[src/core/dpbr_pkg.sv]
// package for the dock power, boot and reset control block
// assumes a single 20 MHz core clock and synchronous pin-level inputs
package dpbr_pkg;
    localparam int CLK_HZ = 20_000_000;
    // low-speed usb bit rate in bits per second
    localparam int LS_BIT_RATE = 1_500_000;
    // bit enable divisor, rounded down so the enable never runs slow
    localparam int LS_DIV = CLK_HZ / LS_BIT_RATE;
    localparam logic [3:0] LS_DIV_LAST = 4'(LS_DIV - 1);
    // boot settling time after power good, in ns, and its cycle count
    localparam int BOOT_SETTLE_NS = 1000;
    localparam int BOOT_SETTLE_CYC = (BOOT_SETTLE_NS * (CLK_HZ / 1_000_000) + 999) / 1000;
    localparam logic [7:0] BOOT_SETTLE_LAST = 8'(BOOT_SETTLE_CYC - 1);
    // reset values
    localparam logic RST_SYS_RESET_N = 1'b0;
    localparam logic RST_ADP_SWITCH = 1'b0;
    localparam logic RST_USB_SEL = 1'b0;

    typedef enum logic [4:0] {
        BOOT_OFF = 5'b0_0001,
        BOOT_SETTLE = 5'b0_0010,
        BOOT_SAMPLE = 5'b0_0100,
        BOOT_APP = 5'b0_1000,
        BOOT_EXT = 5'b1_0000
    } dpbr_boot_t;

    typedef enum logic {
        USB_ROUTE_UPSTREAM = 1'b0,
        USB_ROUTE_DEBUG = 1'b1
    } dpbr_route_t;
endpackage : dpbr_pkg

[src/core/dpbr_usb_if.sv]
// carrier between the top and the usb routing module
// assumes both ends run on core_clk
`timescale 1ns/1ps
interface dpbr_usb_if;
    logic sel_debug;
    logic tx_active;
    logic bit_en;
    modport ctrl (output sel_debug, output tx_active, input bit_en);
    modport mux (input sel_debug, input tx_active, output bit_en);
endinterface : dpbr_usb_if

[src/core/dpbr_usb_route.sv]
// usb low-speed endpoint routing and d- pull-up control
// assumes tx_active comes from the endpoint transceiver on core_clk
`timescale 1ns/1ps
module dpbr_usb_route
    import dpbr_pkg::*;
(
    input wire logic core_clk,
    input wire logic rst_b,
    dpbr_usb_if.mux usb,
    output logic up_pullup_en,
    output logic dbg_pullup_en,
    output logic up_route_en,
    output logic dbg_route_en
);
    logic [3:0] div_q;
    logic [3:0] div_d;
    logic div_wrap;

    // divider gives the 1.5 Mbps bit enable; link never runs slower
    assign div_wrap = (div_q == LS_DIV_LAST);
    assign div_d = div_wrap ? 4'h0 : div_q + 4'h1;
    assign usb.bit_en = div_wrap;

    always_ff @(posedge core_clk or negedge rst_b) begin
        if (!rst_b) begin
            div_q <= 4'h0;
            up_pullup_en <= 1'b0;
            dbg_pullup_en <= 1'b0;
            up_route_en <= 1'b0;
            dbg_route_en <= 1'b0;
        end else begin
            div_q <= div_d;
            up_route_en <= !usb.sel_debug;
            dbg_route_en <= usb.sel_debug;
            // pull-up only while receiving, on the selected port
            up_pullup_en <= !usb.tx_active && !usb.sel_debug;
            dbg_pullup_en <= !usb.tx_active && usb.sel_debug;
        end
    end
endmodule : dpbr_usb_route

[src/core/dpbr_top.sv]
// dock power-source selection, boot path decision and reset supervision
// assumes supply-good and comparator levels arrive synchronous to core_clk
`timescale 1ns/1ps
module dpbr_top (
    input wire logic core_clk,
    input wire logic rst_b,
    input wire logic main_3v3_input_good,
    input wire logic adapter_input_good,
    input wire logic main_3v3_below_2v85,
    input wire logic internal_3v3_rail_good,
    input wire logic adapter_path_cfg_pin_ext,
    input wire logic switched_out_enable_cfg,
    input wire logic switched_3v3_output_uv,
    input wire logic manual_reset_in,
    input wire logic manual_reset_active_low,
    input wire logic upstream_pd_attached,
    input wire logic fw_force_debug,
    input wire logic usb_tx_active,
    output logic adapter_switch_close,
    output logic use_main_supply,
    output logic boot_run,
    output logic app_load_req,
    output logic core_enable,
    output logic switched_3v3_output_en,
    output logic output_pulldown_en,
    output logic system_reset_out_n,
    output logic usb_bit_en,
    output logic upstream_dminus_pullup,
    output logic debug_dminus_pullup,
    output logic upstream_route_en,
    output logic debug_route_en
);
    import dpbr_pkg::*;

    dpbr_boot_t boot_q;
    dpbr_boot_t boot_d;
    logic [7:0] settle_q;
    logic [7:0] settle_d;
    logic ext_path_q;
    logic ext_path_d;
    logic main_q;
    logic hard_reset;
    logic supply_good;
    logic manual_reset_in_asserted;
    logic reset_cond;
    logic boot_done;
    logic settle_done;
    logic route_debug;
    logic boot_restart;
    logic ext_path_pick;
    logic in_sample;
    logic in_app;
    logic in_ext;
    logic adapter_switch_close_d;
    logic use_main_supply_d;
    logic boot_run_d;
    logic app_load_req_d;
    logic core_enable_d;
    logic out_switch_on;
    logic system_reset_out_n_d;

    dpbr_usb_if usb ();

    assign supply_good = internal_3v3_rail_good && (main_3v3_input_good || adapter_input_good);
    // losing main while adapter also present forces a hard reset
    assign hard_reset = main_q && adapter_input_good && main_3v3_below_2v85;
    assign manual_reset_in_asserted = manual_reset_in ^ manual_reset_active_low;
    assign reset_cond = switched_3v3_output_uv || manual_reset_in_asserted;
    assign settle_done = (settle_q == BOOT_SETTLE_LAST);
    assign in_sample = (boot_q == BOOT_SAMPLE);
    assign in_app = (boot_q == BOOT_APP);
    assign in_ext = (boot_q == BOOT_EXT);
    assign boot_done = in_app || in_ext;
    // any supply drop or main loss restarts the whole boot sequence
    assign boot_restart = !supply_good || hard_reset;
    // only adapter-only power-up may close the adapter path
    assign ext_path_pick = adapter_path_cfg_pin_ext && !main_3v3_input_good;
    assign route_debug = fw_force_debug || !upstream_pd_attached;
    assign usb.sel_debug = route_debug;
    assign usb.tx_active = usb_tx_active;

    always_comb begin
        boot_d = boot_q;
        settle_d = settle_q;
        ext_path_d = ext_path_q;
        if (boot_restart) begin
            boot_d = BOOT_OFF;
            settle_d = 8'h00;
        end else begin
            unique case (boot_q)
                BOOT_OFF: begin
                    boot_d = BOOT_SETTLE;
                end
                BOOT_SETTLE: begin
                    settle_d = settle_q + 8'h01;
                    if (settle_done) begin
                        boot_d = BOOT_SAMPLE;
                    end
                end
                BOOT_SAMPLE: begin
                    ext_path_d = ext_path_pick;
                    boot_d = ext_path_pick ? BOOT_EXT : BOOT_APP;
                end
                BOOT_APP: begin
                    boot_d = BOOT_APP;
                end
                BOOT_EXT: begin
                    boot_d = BOOT_EXT;
                end
            endcase
        end
    end

    always_ff @(posedge core_clk or negedge rst_b) begin
        if (!rst_b) begin
            boot_q <= BOOT_OFF;
            settle_q <= 8'h00;
        end else begin
            boot_q <= boot_d;
            settle_q <= settle_d;
        end
    end

    // decision register; only the sample state changes it
    always_ff @(posedge core_clk or negedge rst_b) begin
        if (!rst_b) begin
            ext_path_q <= 1'b0;
        end else begin
            ext_path_q <= ext_path_d;
        end
    end

    // previous main presence, to see main lost while the adapter holds up
    always_ff @(posedge core_clk or negedge rst_b) begin
        if (!rst_b) begin
            main_q <= 1'b0;
        end else begin
            main_q <= main_3v3_input_good;
        end
    end

    assign adapter_switch_close_d = in_ext && ext_path_q;
    // main wins whenever present; switching over to main never resets the core, losing it does
    assign use_main_supply_d = main_3v3_input_good;
    assign boot_run_d = in_sample || boot_done;
    assign app_load_req_d = in_app;
    assign core_enable_d = supply_good && !hard_reset;
    // the output switch waits for a final boot decision and the main input
    assign out_switch_on = switched_out_enable_cfg && main_3v3_input_good && boot_done;
    assign system_reset_out_n_d = !reset_cond;

    always_ff @(posedge core_clk or negedge rst_b) begin
        if (!rst_b) begin
            adapter_switch_close <= RST_ADP_SWITCH;
            use_main_supply <= 1'b0;
        end else begin
            adapter_switch_close <= adapter_switch_close_d;
            use_main_supply <= use_main_supply_d;
        end
    end

    always_ff @(posedge core_clk or negedge rst_b) begin
        if (!rst_b) begin
            boot_run <= 1'b0;
            app_load_req <= 1'b0;
            core_enable <= 1'b0;
        end else begin
            boot_run <= boot_run_d;
            app_load_req <= app_load_req_d;
            core_enable <= core_enable_d;
        end
    end

    always_ff @(posedge core_clk or negedge rst_b) begin
        if (!rst_b) begin
            switched_3v3_output_en <= 1'b0;
            output_pulldown_en <= 1'b1;
        end else begin
            switched_3v3_output_en <= out_switch_on;
            output_pulldown_en <= !out_switch_on;
        end
    end

    always_ff @(posedge core_clk or negedge rst_b) begin
        if (!rst_b) begin
            system_reset_out_n <= RST_SYS_RESET_N;
        end else begin
            system_reset_out_n <= system_reset_out_n_d;
        end
    end

    always_ff @(posedge core_clk or negedge rst_b) begin
        if (!rst_b) begin
            usb_bit_en <= 1'b0;
        end else begin
            usb_bit_en <= usb.bit_en;
        end
    end

    dpbr_usb_route u_route (
        .core_clk(core_clk),
        .rst_b(rst_b),
        .usb(usb),
        .up_pullup_en(upstream_dminus_pullup),
        .dbg_pullup_en(debug_dminus_pullup),
        .up_route_en(upstream_route_en),
        .dbg_route_en(debug_route_en)
    );
endmodule : dpbr_top

[config.mk]
export PLATFORM = sky130hd
export DESIGN_NAME = dpbr_top
export DESIGN_NICKNAME = d
export VERILOG_FILES = /design/src/core/dpbr_pkg.sv /design/src/core/dpbr_usb_if.sv /design/src/core/dpbr_usb_route.sv /design/src/core/dpbr_top.sv
export SDC_FILE = /design/constraint.sdc
export NUM_CORES = 1
export LEC_CHECK = 0
export ABC_CLOCK_PERIOD_IN_PS = 2100
export BUFFER_PORTS_ARGS = -buffer_cell sky130_fd_sc_hd__buf_4
export CAP_MARGIN = 40
export CELL_PAD_IN_SITES_DETAIL_PLACEMENT = 0
export CELL_PAD_IN_SITES_GLOBAL_PLACEMENT = 1
export CORE_UTILIZATION = 35
export CTS_CLUSTER_SIZE = 24
export DETAILED_ROUTE_END_ITERATION = 7
export GPL_TIMING_DRIVEN = 0
export HOLD_SLACK_MARGIN = 0.05
export PLACE_DENSITY = 0.65
export SYNTH_ARGS = -nofsm -noshare
export SYNTH_HDL_FRONTEND = slang
export SYNTH_HIERARCHICAL = 1
export SYNTH_SLANG_ARGS = --single-unit
[constraint.sdc]
create_clock -name core_clk -period 2.1 [get_ports core_clk]
set_clock_uncertainty 0.1 [all_clocks]
set_input_delay 0.42 -clock core_clk [delete_from_list [all_inputs] [get_ports core_clk]]
set_output_delay 0.42 -clock core_clk [all_outputs]
set_load 0.01 [all_outputs]
==> impl_metrics.env, run 1 <==
export IMPL_grt_pass1_vias=1055
export IMPL_tightest_slew_ps=463
export IMPL_fin_setup_tns_ps=0
export IMPL_switching_share_pct=20.7
export IMPL_cts_setup_buffers=0
export IMPL_finalCoreUtilization_pct=47.5
export IMPL_cts_tree="built"
export IMPL_cts_root_buf="clkbuf_8"
export IMPL_numCtsBuffers=5
export IMPL_synth_top_area_cell="dfrtp_1"
export IMPL_cp_arrival_ps=2110
export IMPL_syn_area_um2=1380
export IMPL_slew_limit_headroom_pct=69.2
export IMPL_place_inst=201
export IMPL_crit_family="simple AND/OR/NAND/NOR gates"
export IMPL_clock_fmax_mhz=488
export IMPL_p_leak_uw=0.000800
export IMPL_final_antenna_net_count=0
export IMPL_die_h_um=64.9
export IMPL_hp_start="usb_tx_active"
export IMPL_irDropWorstVdd_mv=0.358
export IMPL_holdCritPathClass="input port to register"
export IMPL_fillers=361
export IMPL_routed_via_density=5.01
export IMPL_p_clk_share_pct=45.8
export IMPL_fin_crit_ps=2050
export IMPL_wl_mm=2.68
export IMPL_worstSetupPathType="register to register"
export IMPL_core_um2=3720
export IMPL_vias=1053
export IMPL_synth_distinct_cells=38
export IMPL_p_switching_uw=269
export IMPL_fin_nets=178
export IMPL_crit_path_start_kind="register"
export IMPL_reg_top3="settle_q: 8 flops, boot_q: 5 flops, u_route/div_q: 4 flops"
export IMPL_required_ps=2160
export IMPL_largest_reg_flops=8
export IMPL_yosysTopAreaCellShare_pct=52.5
export IMPL_clock_latency_ps=280
export IMPL_drt_iter0_markers=41
export IMPL_final_seq_area_um2=778
export IMPL_status="finished clean"
export IMPL_cts_clk_slew_worst_paths_ps=60
export IMPL_hold_depth=2
export IMPL_io_pins=27
export IMPL_die_w_um=64.9
export IMPL_synth_avg_cell_area_um2=10.9
export IMPL_r2r_start="boot_q[2]"
export IMPL_drc_errors=0
export IMPL_p_int_uw=1030
export IMPL_cap_violations=0
export IMPL_cts_hold_buf=1
export IMPL_rows=22
export IMPL_cp_end_kind="register"
export IMPL_synth_most_common_cell="dfrtp_1"
export IMPL_hold_viol=0
export IMPL_syn_inst=127
export IMPL_syn_nets=144
export IMPL_post_drt_wl_per_cell_um=12.8
export IMPL_die_area_um2=4210
export IMPL_multi_input_area_um2=536
export IMPL_ys_seq_area_share_pct=56.3
export IMPL_cp_max_fo=10
export IMPL_place_area_um2=1640
export IMPL_synthTopCellsByCount="29 x dfrtp_1, 10 x a21oi_1, 8 x inv_1"
export IMPL_port_buffers=26
export IMPL_ys_ff_latch=31
export IMPL_cts_htree_levels=2
export IMPL_ys_top_cells_by_area="dfrtp_1 52%, dfstp_2 3.8%, a21oi_1 3.6%"
export IMPL_drive_gt1_share_pct=27.8
export IMPL_numClockSinks=31
export IMPL_overflow=0
export IMPL_area_growth_pct=27.7
export IMPL_grt_pass1_wl_mm=4.69
export IMPL_antenna_found_initial=0
export IMPL_worstHoldEndpoint="u_route/dbg_pullup_en"
export IMPL_r2r_slack_ps=50
export IMPL_diodes=0
export IMPL_grtUsageTotal_pct=15.3
export IMPL_synth_edf_count=0
export IMPL_seq_power_share_pct=47.5
export IMPL_path_buf_inv=1
export IMPL_rsz0062_at_grt="no"
export IMPL_dp_hpwl_mm=1.92
export IMPL_async_flop_share_pct=100
export IMPL_start_util_pct=37.2
export IMPL_setup_viol=0
export IMPL_ys_flop_type="dfrtp_1"
export IMPL_instances_no_fill=210
export IMPL_synth_warnings=6
export IMPL_cts_resized=0
export IMPL_grt_max_degree=32
export IMPL_timing_final_crit_share_pct=97.6
export IMPL_gp_congestion=0.714
export IMPL_drt_pass1_iterations=4
export IMPL_max_stage_delay_ps=570
export IMPL_ff2ff_path_depth=4
export IMPL_clockBufferDepth=2
export IMPL_drv_slew=0
export IMPL_reg2reg_to="settle_q[6]"
export IMPL_pwr_share_comb_pct=6.7
export IMPL_design_area_um2=1770
export IMPL_slowest_stage="or4_4"
export IMPL_crit_chain="buf_6 -> or4_4 -> nor4_1 -> mux2_2"
export IMPL_p_per_area_nw_per_um2=738
export IMPL_regMostFlops="settle_q"
-- final cells by class --
type / count / area share [%]
clock inverters: 2 / 1.98
plain buffers: 6 / 2.20
inverters: 8 / 1.70
repair buffers: 27 / 11.6
flip-flops and latches: 31 / 44.1
well taps: 48 / 3.40
clock buffers: 6 / 4.68
multi-input cells: 82 / 30.3
-- cells by family after synthesis --
group	synth area share, %
xor gates and xnor gates	1.27
adders and majority gates	2.72
buffers and inverters	4.98
and+or+nand+nor	23.6
DFF	56.3
muxes	0.814
AOI/OAI and AO/OA	10.3
-- worst max path at each step --
| stage | startpoint | endpoint | slack (ps) | cells past startpoint |
|---|---|---|---|---|
| detailed placement | main_3v3_input_good | settle_q[7] | 50 | 6 |
| floorplan | boot_q[2] | settle_q[6] | 250 | 4 |
| CTS | boot_q[2] | settle_q[6] | 50 | 4 |
| global placement | boot_q[2] | settle_q[6] | 40 | 4 |
| finish | boot_q[2] | settle_q[6] | 50 | 4 |
| global route | boot_q[2] | settle_q[6] | 0.9 | 4 |
-- stage by stage --
stage          total power, uW  setup slack, ps  hold WS [ps]
4_1_cts                   1320             48.5           178
3_3_place_gp               715             43.4           276
6_report                  1300             49.8           187
5_1_grt                   1370            0.893           172
2_1_floorplan              663              254          24.4
3_5_place_dp               717             51.5           279
-- layer usage --
metal | part of all wire, % | GRT usage [%] | wire (um)
met1 | 47 | 17.8 | 1260
met2 | 47 | 24.0 | 1260
met3 | 4.0 | 6.51 | 108
met4 | 2.2 | 7.50 | 59
met5 | 0 | 0 | 0
-- power groups by stage --
stage	clock network (uW)	registers, uW	logic (uW)
5_1_grt	650	619	99.2
4_1_cts	617	618	89.4
3_3_place_gp	0	629	86.3
3_5_place_dp	0	629	87.8
2_1_floorplan	0	632	31.1
6_report	597	618	87.2
-- cell usage in the layout, fill, tap and decap left out, types with 3 or more instances in the layout --
cell type and instances:
a21oi_1 10, and3_1 3, buf_4 28, clkbuf_8 6, dfrtp_1 29, ha_1 3, inv_1 8, nand2_1 3
nand2b_1 4, nand4_1 4, nor2_1 6, nor3b_1 3, nor4_1 5, o21ai_0 7, o31ai_1 3, or3_1 4
or4_1 3
(Power assumes the default switching activity.)
==> run 2, diff against run 1 <==
PLACE_DENSITY = 0.71   (was 0.65)
==> run 2 against run 1 <==
  * Count of clock-buffer cells in the layout up 1
  * Worst setup slack better by 110 ps
  * Critical path depth is 1 higher
  * Clock power down 26%
  * Largest cell class unchanged
==> impl_metrics.env, run 2 (synthesized netlist as in run 1, its figures left out) <==
export IMPL_status="finished clean"
export IMPL_p_leak_uw=0.000781
export IMPL_die_h_um=64.9
export IMPL_timing_final_crit_share_pct=92.3
export IMPL_cts_clk_slew_worst_paths_ps=60
export IMPL_io_pins=27
export IMPL_layout_common_cells="29 x dfrtp_1, 28 x buf_4, 10 x a21oi_1"
export IMPL_worst_slack_ps=161
export IMPL_regMostFlops="settle_q"
export IMPL_drv_slew=0
export IMPL_tightest_slew_ps=506
export IMPL_grt_pass1_vias=1031
export IMPL_irDropWorstVdd_mv=0.454
export IMPL_required_ps=2200
export IMPL_gp_congestion=0.855
export IMPL_final_antenna_net_count=0
export IMPL_antenna_found_initial=0
export IMPL_cap_violations=0
export IMPL_die_w_um=64.9
export IMPL_vias=1060
export IMPL_wl_mm=2.70
export IMPL_grt_pass1_wl_mm=4.58
export IMPL_final_seq_area_um2=778
export IMPL_holdCritPathClass="input port to register"
export IMPL_use_met1_pct=17.0
export IMPL_hold_slack_ps=183
export IMPL_p_per_area_nw_per_um2=661
export IMPL_fillers=356
export IMPL_area_growth_pct=25.5
export IMPL_grt_busiest_layer="met2"
export IMPL_grt_use_met3_pct=5.28
export IMPL_grt_max_degree=32
export IMPL_place_area_um2=1640
export IMPL_cts_root_buf="clkbuf_8"
export IMPL_crit_chain="buf_6 -> or4_4 -> buf_4 -> or3_1 -> a21oi_1"
export IMPL_r2r_start="boot_q[2]"
export IMPL_design_area_um2=1740
export IMPL_max_stage_delay_ps=580
export IMPL_cts_tree="built"
export IMPL_diodes=0
export IMPL_drt_iter0_markers=25
export IMPL_setup_viol=0
export IMPL_grtUsageTotal_pct=14.8
export IMPL_port_buffers=26
export IMPL_clock_fmax_mhz=516
export IMPL_fin_crit_ps=1940
export IMPL_fin_nets=178
export IMPL_drive_gt1_share_pct=27.2
export IMPL_critPathLaunch="boot_q[2]"
export IMPL_drt_pass1_iterations=3
export IMPL_rsz0062_at_grt="no"
export IMPL_reg_top3="settle_q: 8 flops, boot_q: 5 flops, u_route/div_q: 4 flops"
export IMPL_rows=22
export IMPL_cp_arrival_ps=2040
export IMPL_cp_end_kind="register"
export IMPL_multi_input_area_um2=542
export IMPL_slew_limit_headroom_pct=66.3
export IMPL_numCtsBuffers=5
export IMPL_drc_errors=0
export IMPL_die_area_um2=4210
export IMPL_hold_viol=0
export IMPL_slowest_stage="or4_4"
export IMPL_fin_setup_tns_ps=0
export IMPL_dp_hpwl_mm=1.91
export IMPL_start_util_pct=37.2
export IMPL_routed_via_density=5.05
export IMPL_clock_latency_ps=280
export IMPL_clockBufferDepth=2
export IMPL_cts_htree_levels=2
export IMPL_worstSetupPathType="register to register"
export IMPL_hp_start="main_3v3_input_good"
export IMPL_core_um2=3720
export IMPL_post_drt_wl_per_cell_um=12.9
export IMPL_largest_reg_flops=8
export IMPL_overflow=0
export IMPL_final_common_cell="dfrtp_1"
export IMPL_gr_usage_met2_pct=24.7
export IMPL_crit_path_start_kind="register"
export IMPL_place_ws_ps=59.7
export IMPL_numClockSinks=31
export IMPL_cp_max_fo=10
[run 2: cell count changes in the layout (fill, tap and decap cells not counted), sizes merged]
| cell | previous run | this run |
|---|---|---|
| clkbuf | 8 | 9 |
| bufinv | 1 | 0 |
[run 2: final timing paths]
kind	cells past startpoint	slack (ps)	end
max	5	160	settle_q[4]
min	1	180	use_main_supply
max reg2reg	5	160	settle_q[4]
min reg2reg	1	420	u_route/div_q[0]
max in group asynchronous	2	1070	boot_q[0]
min in group asynchronous	2	500	settle_q[2]
[run 2: cell type report]
cell class | instances | area share [%]
buffer | 6 | 2.24
sequential | 31 | 44.8
multi-input combinational | 82 | 31.2
tap | 48 | 3.46
clock inverter | 1 | 0.288
clock buffer | 7 | 4.40
timing repair buffer | 27 | 11.8
inverter | 8 | 1.73
[run 2: critical path: cells and delay by family, from the launching register on]
family,cells,cell delay (ps)
AOI/OAI and AO/OA,1,140
and+or+nand+nor,2,930
buffers and inverters,2,320
DFF,1,380
[run 2: what timing repair did]
action                     CTS  global route
hold buffers                 1             0
resized for setup            0             1
hold endpoints to repair    29             0
buffers inserted             0             0
setup endpoints to repair    0             1
[run 2: report_power, final]
group,leakage [uW],switching [uW],internal [uW]
logic,0.000336,48.3,39.8
registers,0.000403,8.00,611
clock network,0.0000422,208,232
total,0.000781,264,882
[run 2: per-stage QoR]
step | power, uW | cells | util, %
final | 1150 | 210 | 46.7
after global routing | 1200 | 210 | 46.7
after CTS | 1160 | 210 | 46.5
after detailed placement | 717 | 201 | 44.1
after global placement | 714 | 201 | 44.1
after floorplan | 663 | 127 | -
[run 2: layer usage]
metal	vias up	wire length, um
met5	-	0
met4	0	48
met3	5	115
met2	19	1310
met1	510	1230
li1	526	-
==> run 3, diff against run 2 <==
MAX_ROUTING_LAYER = met4   (was default)
==> run 3 against run 2 <==
  * Cell area unchanged
  * Highest routed layer unchanged
  * Worst setup slack about the same
  * Die area did not move
  * Critical path type unchanged
==> impl_metrics.env, run 3 (synthesized netlist as in run 1, its figures left out) <==
export IMPL_final_antenna_net_count=0
export IMPL_numCtsBuffers=5
export IMPL_drc_errors=0
export IMPL_final_common_cell="dfrtp_1"
export IMPL_wl_met3_um=116
export IMPL_p_per_area_nw_per_um2=660
export IMPL_die_area_um2=4210
export IMPL_overflow=0
export IMPL_wl_met1_mm=1.22
export IMPL_required_ps=2200
export IMPL_p_leak_uw=0.000781
export IMPL_finalCoreUtilization_pct=46.7
export IMPL_cts_htree_levels=2
export IMPL_regMostFlops="settle_q"
export IMPL_cap_violations=0
export IMPL_grtUsageTotal_pct=15.1
export IMPL_routed_via_density=5.06
export IMPL_holdCritPathClass="input port to register"
export IMPL_cts_tree="built"
export IMPL_irDropWorstVdd_mv=0.454
export IMPL_clock_fmax_mhz=516
export IMPL_fin_crit_ps=1940
export IMPL_reg_top3="settle_q: 8 flops, boot_q: 5 flops, u_route/div_q: 4 flops"
export IMPL_slew_limit_headroom_pct=66.3
export IMPL_rows=22
export IMPL_final_seq_area_um2=778
export IMPL_setup_viol=0
export IMPL_core_um2=3720
export IMPL_gp_congestion=0.869
export IMPL_post_drt_wl_per_cell_um=12.9
export IMPL_diodes=0
export IMPL_cts_setup_buffers=0
export IMPL_grt_pass1_vias=1040
export IMPL_port_buffers=26
export IMPL_grt_max_degree=32
export IMPL_cp_arrival_ps=2040
export IMPL_clockBufferDepth=2
export IMPL_wl_mm=2.70
export IMPL_vias=1062
export IMPL_cp_end_kind="register"
export IMPL_cts_clk_slew_worst_paths_ps=60
export IMPL_io_pins=27
export IMPL_wl_met2_mm=1.33
export IMPL_drt_pass1_iterations=3
export IMPL_drive_gt1_share_pct=27.2
export IMPL_dp_hpwl_mm=1.91
export IMPL_start_util_pct=37.2
export IMPL_crit_path_start_kind="register"
export IMPL_area_growth_pct=25.5
export IMPL_cp_max_fo=10
export IMPL_hold_viol=0
export IMPL_top_layer_used="met4"
export IMPL_drv_slew=0
export IMPL_grt_pass1_wl_mm=4.57
export IMPL_drt_iter0_markers=25
export IMPL_die_h_um=64.9
export IMPL_clock_latency_ps=280
export IMPL_rsz0062_at_grt="no"
export IMPL_antenna_found_initial=0
export IMPL_fillers=356
export IMPL_finalPower_uw=1140
export IMPL_timing_final_crit_share_pct=92.3
export IMPL_status="finished clean"
export IMPL_worstSetupPathType="register to register"
export IMPL_die_w_um=64.9
export IMPL_tightest_slew_ps=506
export IMPL_layout_common_cells="29 x dfrtp_1, 28 x buf_4, 10 x a21oi_1"
export IMPL_numClockSinks=31
export IMPL_multi_input_area_um2=542
export IMPL_fin_setup_tns_ps=0
export IMPL_largest_reg_flops=8
export IMPL_cts_root_buf="clkbuf_8"
export IMPL_fin_nets=178
## run 3: cell counts in the layout (fill, tap and decap cells not counted)
No cell type changed its count.
## run 3: final cells by class
type | instances | area share [%]
Sequential cell | 31 | 44.8
Clock inverter | 1 | 0.288
Timing Repair Buffer | 27 | 11.8
Clock buffer | 7 | 4.40
Multi-Input combinational cell | 82 | 31.2
Buffer | 6 | 2.24
Inverter | 8 | 1.73
Tap cell | 48 | 3.46
## run 3: where the power goes
group / switching [uW] / leakage [uW] / internal (uW)
Sequential: 8.01 / 0.000403 / 611
Combinational: 48.3 / 0.000336 / 39.8
Clock: 206 / 0.0000422 / 232
Total: 263 / 0.000781 / 882
## run 3: worst max-delay path: stages, from the launching register on
cell	delay, ps
dfrtp_1	380
buf_6	130
or4_4	580
buf_4	190
or3_1	340
a21oi_1	140
## run 3: worst paths after layout
kind	endpoint	start	cells past startpoint	slack [ps]
max	settle_q[4]	boot_q[2]	5	160
min	use_main_supply	main_3v3_input_good	1	180
max reg2reg	settle_q[4]	boot_q[2]	5	160
min reg2reg	u_route/div_q[0]	u_route/div_q[0]	1	410
max in group asynchronous	boot_q[0]	rst_b	2	1070
min in group asynchronous	settle_q[2]	rst_b	2	510
## run 3: repair_timing
action	4_1_cts	5_1_grt
hold endpoints to repair	29	0
resized for setup	0	1
hold buffers	1	0
setup endpoints to repair	0	1
## run 3: routing by layer
layer / track usage (%) / vias up
met5: - / -
met4: 5.83 / 0
met3: 5.28 / 4
met2: 24.7 / 20
met1: 16.9 / 512
li1: - / 526
## run 3: per-stage QoR
stage / instances / hold slack (ps) / cell area, um2 / worst slack (ps)
3_3_place_gp: 201 / 273 / 1640 / 87.6
6_report: 210 / 183 / 1740 / 161
5_1_grt: 210 / 180 / 1740 / 78.7
2_1_floorplan: 127 / 24.4 / 1380 / 254
4_1_cts: 210 / 181 / 1730 / 95.4
3_5_place_dp: 201 / 276 / 1640 / 59.7
